--- src/hw/dhls_pkg.sv ---
// Function
// - Perpendicular output goes low when sampled field passes the operate threshold southward.
// - Lateral output goes low when sampled lateral field passes the operate threshold.
// - A channel output returns high when north field passes the release threshold.
// - Each output holds its last state when the field is removed.
// - Both outputs start low at power-up, even inside the hysteresis band.
// - Power-on delay ends within 48 us; outputs stay low until then.
// - Both channels share one sensing path, each sampled for 16 us.
// - A crossing in a channel's own period updates at that period's end.
// - A crossing during the other channel's period updates after the next own period.
// - The same operate and release thresholds apply to every sensed axis.
// - Hysteresis is operate minus release, between 15 and 68 gauss.
// - The X-axis polarity sense is inverted between the two package styles.
// - After power-on the lateral channel responds before the perpendicular channel.
package dhls_pkg;
  localparam int CLK_MHZ = 125;
  localparam int SAMPLE_US = 16;
  localparam int SAMPLE_CYC = SAMPLE_US * CLK_MHZ;
  localparam int PON_US = 32;
  localparam int PON_CYC = PON_US * CLK_MHZ;
  localparam int PON_MAX_US = 48;
  localparam int PON_MAX_CYC = PON_MAX_US * CLK_MHZ;
  localparam int FIELD_W = 12;
  localparam logic signed [11:0] OP_RST = 12'sh011;
  localparam logic signed [11:0] RP_RST = -12'sh011;
  localparam logic signed [11:0] HYS_MIN = 12'sh00F;
  localparam logic signed [11:0] HYS_MAX = 12'sh044;
  localparam logic [15:0] CNT_W0 = 16'h0000;

  typedef enum logic [1:0] {
    DHLS_PON,
    DHLS_LAT,
    DHLS_PERP
  } dhls_state_t;

  typedef struct packed {
    dhls_state_t st;
    logic [15:0] cnt;
    logic perp_out;
    logic lat_out;
    logic first_done;
  } dhls_regs_t;
endpackage

--- src/hw/dhls_sampler.sv ---
module dhls_sampler #(
  parameter int PON_CYCLES = dhls_pkg::PON_CYC,
  parameter int SAMPLE_CYCLES = dhls_pkg::SAMPLE_CYC
) (
  input wire logic ref_clk,
  input wire logic rst_n,
  input wire logic signed [11:0] perp_field,
  input wire logic signed [11:0] lat_field,
  input wire logic x_axis_variant,
  input wire logic through_hole_pkg,
  input wire logic signed [11:0] operate_threshold,
  input wire logic signed [11:0] release_threshold,
  output logic perpendicular_axis_output,
  output logic lateral_axis_output,
  output logic sense_lateral,
  output logic outputs_valid
);
  // Field words come from the analog converter, so they are synchronised before use.
  logic signed [11:0] perp_s1_r, perp_s2_r, lat_s1_r, lat_s2_r;
  logic xv_s1_r, xv_s2_r, th_s1_r, th_s2_r;
  dhls_pkg::dhls_regs_t q_r, q_nxt;
  logic signed [11:0] fld;
  logic hit_op, hit_rp, cur;
  // A crossing can wait up to two periods for its channel's turn, so fast fields skew duty cycle.
  // Third stage and held copies of the field words.
  logic signed [11:0] perp_s3_r, lat_s3_r, perp_hold_r, lat_hold_r;

  // The lateral turn is decoded in several places, so it lives in one function.
  function automatic logic lat_turn(input dhls_pkg::dhls_state_t st);
    return st == dhls_pkg::DHLS_LAT;
  endfunction

  always_ff @(posedge ref_clk) begin
    perp_s1_r <= perp_field;
    perp_s2_r <= perp_s1_r;
    lat_s1_r <= lat_field;
    lat_s2_r <= lat_s1_r;
    perp_s3_r <= perp_s2_r;
    lat_s3_r <= lat_s2_r;
    // Bits of a word may land a cycle apart, so a word is taken only after two equal samples.
    // This costs two cycles of latency, well inside a sampling period.
    if (perp_s2_r == perp_s3_r) begin
      perp_hold_r <= perp_s3_r;
    end
    if (lat_s2_r == lat_s3_r) begin
      lat_hold_r <= lat_s3_r;
    end
    xv_s1_r <= x_axis_variant;
    xv_s2_r <= xv_s1_r;
    th_s1_r <= through_hole_pkg;
    th_s2_r <= th_s1_r;
  end

  always_comb begin
    // The shared path sees only the channel being sampled.
    fld = perp_hold_r;
    if (lat_turn(q_r.st)) begin
      fld = lat_hold_r;
      // X sense flips between package styles.
      if (xv_s2_r && th_s2_r) begin
        fld = -lat_hold_r;
      end
    end
    // Same thresholds for every axis.
    hit_op = fld > operate_threshold;
    hit_rp = fld < release_threshold;
  end

  always_comb begin
    q_nxt = q_r;
    q_nxt.cnt = q_r.cnt + 16'h0001;
    cur = lat_turn(q_r.st) ? q_r.lat_out : q_r.perp_out;
    // Latching: no crossing means the output keeps its value.
    if (hit_op) begin
      cur = 1'b0;
    end else if (hit_rp) begin
      cur = 1'b1;
    end
    unique case (q_r.st)
      dhls_pkg::DHLS_PON: begin
        // Outputs held low until the delay expires.
        if (q_r.cnt >= 16'(PON_CYCLES - 1)) begin
          q_nxt.cnt = dhls_pkg::CNT_W0;
          q_nxt.st = dhls_pkg::DHLS_LAT;
        end
      end
      dhls_pkg::DHLS_LAT, dhls_pkg::DHLS_PERP: begin
        // Decision taken only from the last cycle of the period.
        if (q_r.cnt >= 16'(SAMPLE_CYCLES - 1)) begin
          q_nxt.cnt = dhls_pkg::CNT_W0;
          // Only the sampled channel is updated; order is fixed.
          if (lat_turn(q_r.st)) begin
            q_nxt.lat_out = cur;
            q_nxt.st = dhls_pkg::DHLS_PERP;
          end else begin
            q_nxt.perp_out = cur;
            q_nxt.first_done = 1'b1;
            q_nxt.st = dhls_pkg::DHLS_LAT;
          end
        end
      end
      default: begin
        // An illegal code resumes the round robin rather than hanging the sampler.
        q_nxt.st = dhls_pkg::DHLS_LAT;
        q_nxt.cnt = dhls_pkg::CNT_W0;
      end
    endcase
  end

  always_ff @(posedge ref_clk) begin
    if (!rst_n) begin
      q_r.st <= dhls_pkg::DHLS_PON;
      q_r.cnt <= dhls_pkg::CNT_W0;
      q_r.perp_out <= 1'b0;
      q_r.lat_out <= 1'b0;
      q_r.first_done <= 1'b0;
      perpendicular_axis_output <= 1'b0;
      lateral_axis_output <= 1'b0;
      sense_lateral <= 1'b0;
      outputs_valid <= 1'b0;
    end else begin
      q_r <= q_nxt;
      perpendicular_axis_output <= q_nxt.perp_out;
      lateral_axis_output <= q_nxt.lat_out;
      sense_lateral <= (q_nxt.st == dhls_pkg::DHLS_LAT);
      outputs_valid <= (q_nxt.st != dhls_pkg::DHLS_PON);
    end
  end

  int pon_cnt;
  always_ff @(posedge ref_clk) begin
    if (!rst_n) begin
      pon_cnt <= 0;
    end else if (!outputs_valid) begin
      pon_cnt <= pon_cnt + 1;
    end
  end
endmodule

--- config.mk ---
export PLATFORM = sky130hd
export DESIGN_NAME = dhls_sampler
export DESIGN_NICKNAME = d
export VERILOG_FILES = /design/src/hw/dhls_pkg.sv /design/src/hw/dhls_sampler.sv
export SDC_FILE = /design/constraint.sdc
export NUM_CORES = 1
export LEC_CHECK = 0
export BUFFER_PORTS_ARGS = -buffer_cell sky130_fd_sc_hd__buf_2
export CORE_ASPECT_RATIO = 0.8
export CORE_MARGIN = 4
export CORE_UTILIZATION = 41
export DETAILED_ROUTE_END_ITERATION = 10
export GPL_ROUTABILITY_DRIVEN = 0
export SLEW_MARGIN = 25
export SYNTH_ARGS = -nofsm -noshare
export SYNTH_HDL_FRONTEND = slang
export SYNTH_SLANG_ARGS = --single-unit
--- constraint.sdc ---
create_clock -name ref_clk -period 3.5 [get_ports ref_clk]
set_input_delay 0.175 -clock ref_clk [delete_from_list [all_inputs] [get_ports ref_clk]]
set_output_delay 0.175 -clock ref_clk [all_outputs]
set_load 0.05 [all_outputs]
== Word-level counts from Yosys, hierarchy flattened ==
Cells that the tools add are included.

* Register bits: 123
* Input port bits: 52
* Output and inout port bits: 4
* Logic and storage cells: 49

* Add/subtract/negate cells: 2
* Magnitude comparators: 4
* Eq/ne operators: 5
* Muxes and demuxes: 12
* Bitwise operators: 1
* Reductions and logical operators: 6

{| class="wikitable"
|+ Operator list
! cell !! number
|-
| one-hot mux 18 bit (2 select lines) || 1
|-
| == test 12 bit || 2
|-
| two-way mux 12 bit || 2
|-
| two-way mux 21 bit || 1
|-
| two-way mux 18 bit || 1
|-
| adder 16 x 1 -> 16 bit (second input constant) || 1
|-
| >= comparator 16 x 11 -> 1 bit (second input constant) || 1
|-
| >= comparator 16 x 12 -> 1 bit (second input constant) || 1
|-
| greater-than comparator 12 bit || 1
|-
| less-than comparator 12 bit || 1
|-
| negator 12 bit || 1
|-
| two-way mux 1 bit || 6
|-
| AND reduction 3 bit || 2
|-
| == test 2 x 1 -> 1 bit (second input constant) || 2
|-
| == test 2 bit (second input constant) || 1
|-
| zero test 2 bit || 1
|-
| two-way mux 2 bit || 1
|-
| nonzero test 2 bit || 1
|-
| OR reduction 2 bit || 1
|-
| logical AND 1 bit || 1
|-
| inverter 1 bit || 1
|}

== Longest topological paths before layout ==
* Word-level depth: 10
* Mapped depth: 12

== Worst setup path after synthesis ==
No wires, ideal clock.

* Path type: register to register
* From: reg lat_hold_r[3]
* To: reg q_r[2] (netlist bit)
* Library setup time: 0.123 ns
* Data arrival time: 2.842 ns
* Required time: 3.377 ns
* Slack: 0.535 ns
* Stages on the path, launching flop included: 12
* Buffers on the path: 0
* Clock period less this slack: 2.965 ns
* Cells stage by stage: edfxtp_1 > or4_1 > nor4_1 > a31oi_1 > xnor2_1 > a21oi_1 > ha_1 > nand4_1 > or2_2 > a211o_1 > o211ai_1 > o31ai_1

* Longest elaborated chain between the ends: 6
* Elaborated cells between the ends (all ways): 7

{| class="wikitable"
|+ Ends and longest elaborated chain
! what !! RTL line !! text
|-
| from (decl) || dhls_sampler.sv:26 || <nowiki>logic signed [11:0] perp_s3_r, lat_s3_r, perp_hold_r, lat_hold_r;</nowiki>
|-
| from (signal assigned) || dhls_sampler.sv:46 || <nowiki>lat_hold_r <= lat_s3_r;</nowiki>
|-
| negator 12 bit || dhls_sampler.sv:61 || <nowiki>fld = -lat_hold_r;</nowiki>
|-
| two-way mux 12 bit (*) || dhls_sampler.sv:60 || <nowiki>if (xv_s2_r && th_s2_r) begin</nowiki>
|-
| two-way mux 12 bit (*) || dhls_sampler.sv:57 || <nowiki>if (lat_turn(q_r.st)) begin</nowiki>
|-
| less-than comparator 12 bit || dhls_sampler.sv:66 || <nowiki>hit_rp = fld < release_threshold;</nowiki>
|-
| two-way mux 1 bit || dhls_sampler.sv:76 || <nowiki>end else if (hit_rp) begin</nowiki>
|-
| two-way mux 1 bit (*) || dhls_sampler.sv:74 || <nowiki>if (hit_op) begin</nowiki>
|-
| to (signal assigned) || dhls_sampler.sv:122 || <nowiki>q_r <= q_nxt;</nowiki>
|-
| to (decl) || dhls_sampler.sv:21 || <nowiki>dhls_pkg::dhls_regs_t q_r, q_nxt;</nowiki>
|}

Every way passes the cells marked *; elsewhere a longest branch is shown, timed or not.
A chain may end at the register's enable or synchronous reset.

== Worst setup path in the final report ==
Same ends and word-level chain as after synthesis.

==> PnR_summary.wiki <==
{| class="wikitable"
! Metric !! Value
|-
| Register-to-Register Setup Slack || 0.36 ns
|-
| Critical path class || reg2reg
|-
| Sequential area share after synthesis || 61.2%
|-
| FF+latch count, synth || 122
|-
| Number of detailed-route iterations in the first pass || 4
|-
| Total core area || 10300 sq um
|-
| Number of buffers added by the clock tree synthesis step || 17
|-
| Remaining DRCs || 0
|-
| Max Buffers Root-to-Sink || 2
|-
| Clock Skew || 0.00894 ns
|-
| Initial core utilization || 42.4%
|-
| Antenna Diode Count || 0
|-
| Clk sinks || 122
|-
| Maximum ir drop on the vdd rail || 0.000367 V
|-
| Post-synthesis cell type with the largest combined area || sky130_fd_sc_hd__dfxtp_1
|-
| Fraction of final layout cells with drive strength greater than 1 || 19.3%
|-
| Path category of the worst min-delay check || in2reg
|-
| Starting DRT DRC Count || 123
|-
| Dominant register cell in the synthesized netlist || sky130_fd_sc_hd__dfxtp_1
|-
| Final-stage net count || 556
|-
| Start point of the worst hold path || rst_n
|-
| Library cell with the highest instance count after synthesis || sky130_fd_sc_hd__dfxtp_1
|-
| Final TNS setup || 0 ns
|-
| Io pins || 56
|-
| Initial antenna violation count || 0
|-
| Mapped Cells || 374
|-
| Sort of element at the start of the critical path || flop
|-
| Top cell type's share of synthesized area || 44.8%
|-
| Maximum frequency from static timing analysis || 318 MHz
|-
| Terminus of the critical flop-to-flop path || q_r[2]
|-
| DIE HEIGHT || 100 um
|-
| Part of the cycle the worst path needs || 89.7%
|-
| Sum of overflow across all layers after global routing || 0
|-
| Sink of the worst hold path || q_r[1]
|-
| Post-synthesis average cell area || 11.7 sq um
|-
| Netlist area before placement || 4380 sq um
|-
| Via Count || 2819
|-
| Total Routing Usage GR || 13.0%
|-
| Residual antenna-violating net count after detailed routing || 0
|-
| Endpoints failing hold || 0
|-
| Synthesis Warnings || 0
|-
| Clock slew at the register clock pins of the worst setup and hold paths || 0.06 ns
|-
| Chain of cells forming the critical path || or4_1 -> nor4_2 -> a31oi_1 -> xnor2_1 -> a21oi_1 -> ha_1 -> nand4_1 -> o32ai_1 -> a211o_1 -> o211ai_1 -> o31ai_1
|-
| Setup repair after global routing missed its margin || no
|-
| Pin count of the biggest net entering global routing || 27
|-
| Required time of the critical path || 3.82 ns
|-
| List of most frequent post-synthesis cells || sky130_fd_sc_hd__dfxtp_1 (98), sky130_fd_sc_hd__xnor2_1 (40), sky130_fd_sc_hd__inv_1 (36)
|-
| Final core utilization || 54.8%
|-
| H-Tree Level Count || 4
|-
| Sum of routed wire length over all layers || 7460 um
|-
| Number of enable flip-flop cells after synthesis || 24
|-
| Startpoint of the worst register-to-register path || lat_hold_r[3]
|-
| Source-to-sink clock delay at the later pin of the worst-skew pair || 0.41 ns
|-
| Standby leakage power || 2.39 nW
|-
| Largest cells by area after synthesis || sky130_fd_sc_hd__dfxtp_1 (45%), sky130_fd_sc_hd__edfxtp_1 (16%), sky130_fd_sc_hd__ha_1 (8.3%), sky130_fd_sc_hd__xnor2_1 (8.0%), sky130_fd_sc_hd__inv_1 (3.1%)
|-
| FP Rows || 33
|-
| Worst reg-to-reg path cell count || 11
|-
| Data arrival time of the worst path || 3.46 ns
|-
| Global-route wire length before repair || 12300 um
|-
| Number of max-slew violations in the final report || 0
|-
| Minimum clock period after layout || 3.14 ns
|-
| Power density relative to cell area || 664 nW/um^2
|-
| Largest driver fanout on the critical path || 4
|-
| Unique cell type count in the Yosys netlist || 43
|-
| Vias in the first global route || 2687
|-
| Outcome || finished clean
|-
| Routed vias/inst || 4.49
|-
| Buffer count from post-CTS setup fixing || 0
|-
| Count of max-cap constraint violations || 0
|-
| Crit path max-delay cell type || sky130_fd_sc_hd__or4_1
|-
| Final setup violation count || 0
|-
| Clock tree from TritonCTS || done
|-
| Syn-to-layout area delta || 29.2%
|-
| Async set-reset flop share out of synthesis || 0%
|-
| Delay contributed by the slowest stage of the critical path || 0.60 ns
|-
| Clk Tree Root Cell || sky130_fd_sc_hd__clkbuf_16
|-
| Die Span X || 124 um
|-
| HPWL after detailed placement || 5470 um
|-
| Wire length per cell || 11.9 um
|-
| Worst Hold Path Cells || 3
|-
| Quantity of I/O buffers inserted on ports || 55
|-
| Setup crit end kind || flop
|-
| Die footprint || 12400 sq um
|}
## repair_timing
item,4_1_cts,5_1_grt
hold endpoints to repair,26,0
setup endpoints to repair,0,2
gates resized for setup,0,1
hold buffers,26,0
## layout make-up
type | count | area, sq um
sequential | 122 | 2680
clock buffer | 19 | 454
fill | 906 | 4660
clock inverter | 13 | 93.8
inverter | 36 | 135
tap | 140 | 175
multi-input combinational | 214 | 1560
timing repair buffer | 84 | 558
## critical path: cells and delay by family (launching register included)
family	cells	cell delay (ns)
AOI/OAI and AO/OA	6	1.12
xor gates and xnor gates	1	0.16
adders and majority gates	1	0.34
DFF	1	0.44
and+or+nand+nor	3	1.00
## through the flow
step | cell area, sq um | std cells | setup WS (ns) | hold slack, ns | total power, mW
floorplan | 4390 | 377 | 0.535 | 0.203 | 2.03
global placement | 4850 | 570 | 0.352 | 0.277 | 2.17
detailed placement | 4850 | 570 | 0.312 | 0.279 | 2.19
CTS | 5650 | 628 | 0.282 | 0.0868 | 3.80
global route | 5660 | 628 | 0.0571 | 0.117 | 3.95
finish | 5660 | 628 | 0.359 | 0.110 | 3.76
## where the power goes
part | internal, mW | switching, mW
clock | 0.948 | 0.624
combinational | 0.268 | 0.368
sequential | 1.51 | 0.0420
## flip-flops by register name, summed over array words and instances (netlist names)
register       count
sense_lateral      1
perp_s3_r         12
perp_s1_r         12
lat_s3_r          12
lat_s1_r          12
th_s1_r            1
perp_s2_r         12
lat_hold_r        12
outputs_valid      1
xv_s2_r            1
perp_hold_r       12
lat_s2_r          12
q_r               20
xv_s1_r            1
th_s2_r            1
## per-layer routing
| metal | global-route usage, % | vias to the layer above | routed length, um |
|---|---|---|---|
| li1 | - | 1488 | - |
| met1 | 17.5 | 1233 | 3760 |
| met2 | 18.0 | 78 | 3070 |
| met3 | 4.21 | 20 | 419 |
| met4 | 8.09 | 0 | 213 |
| met5 | 0 | - | 0 |
## cell usage in the layout (no fill, tap or decap), types with 11 or more instances in the layout
master | Yosys | layout
sky130_fd_sc_hd__a21oi_1 | 24 | 24
sky130_fd_sc_hd__nand2_1 | 12 | 12
sky130_fd_sc_hd__dlygate4sd3_1 | 0 | 26
sky130_fd_sc_hd__buf_2 | 1 | 55
sky130_fd_sc_hd__nor2_1 | 32 | 32
sky130_fd_sc_hd__dfxtp_1 | 98 | 98
sky130_fd_sc_hd__clkbuf_16 | 0 | 18
sky130_fd_sc_hd__nand4_1 | 11 | 11
sky130_fd_sc_hd__inv_1 | 36 | 36
sky130_fd_sc_hd__xnor2_1 | 40 | 40
sky130_fd_sc_hd__ha_1 | 29 | 29
sky130_fd_sc_hd__edfxtp_1 | 24 | 24
## how the worst max path moves through the flow
stage,startpoint,endpoint
global placement,lat_hold_r[3],q_r[2]
floorplan,lat_hold_r[3],q_r[2]
finish,lat_hold_r[3],q_r[2]
detailed placement,lat_hold_r[3],q_r[1]
CTS,lat_hold_r[3],q_r[1]
global route,lat_hold_r[3],q_r[2]
## logic make-up (layout without fill, tap and decap cells)
group	Yosys count	count (layout)	synth area share, %
AOI/OAI and AO/OA	52	52	8.20
buffers and inverters	41	152	3.54
and+or+nand+nor	82	82	9.17
other	1	4	0.0856
muxes	4	4	0.914
DFF	122	122	61.2
xor gates and xnor gates	43	43	8.60
adders and majority gates	29	29	8.28
(Power assumes the default switching activity.)
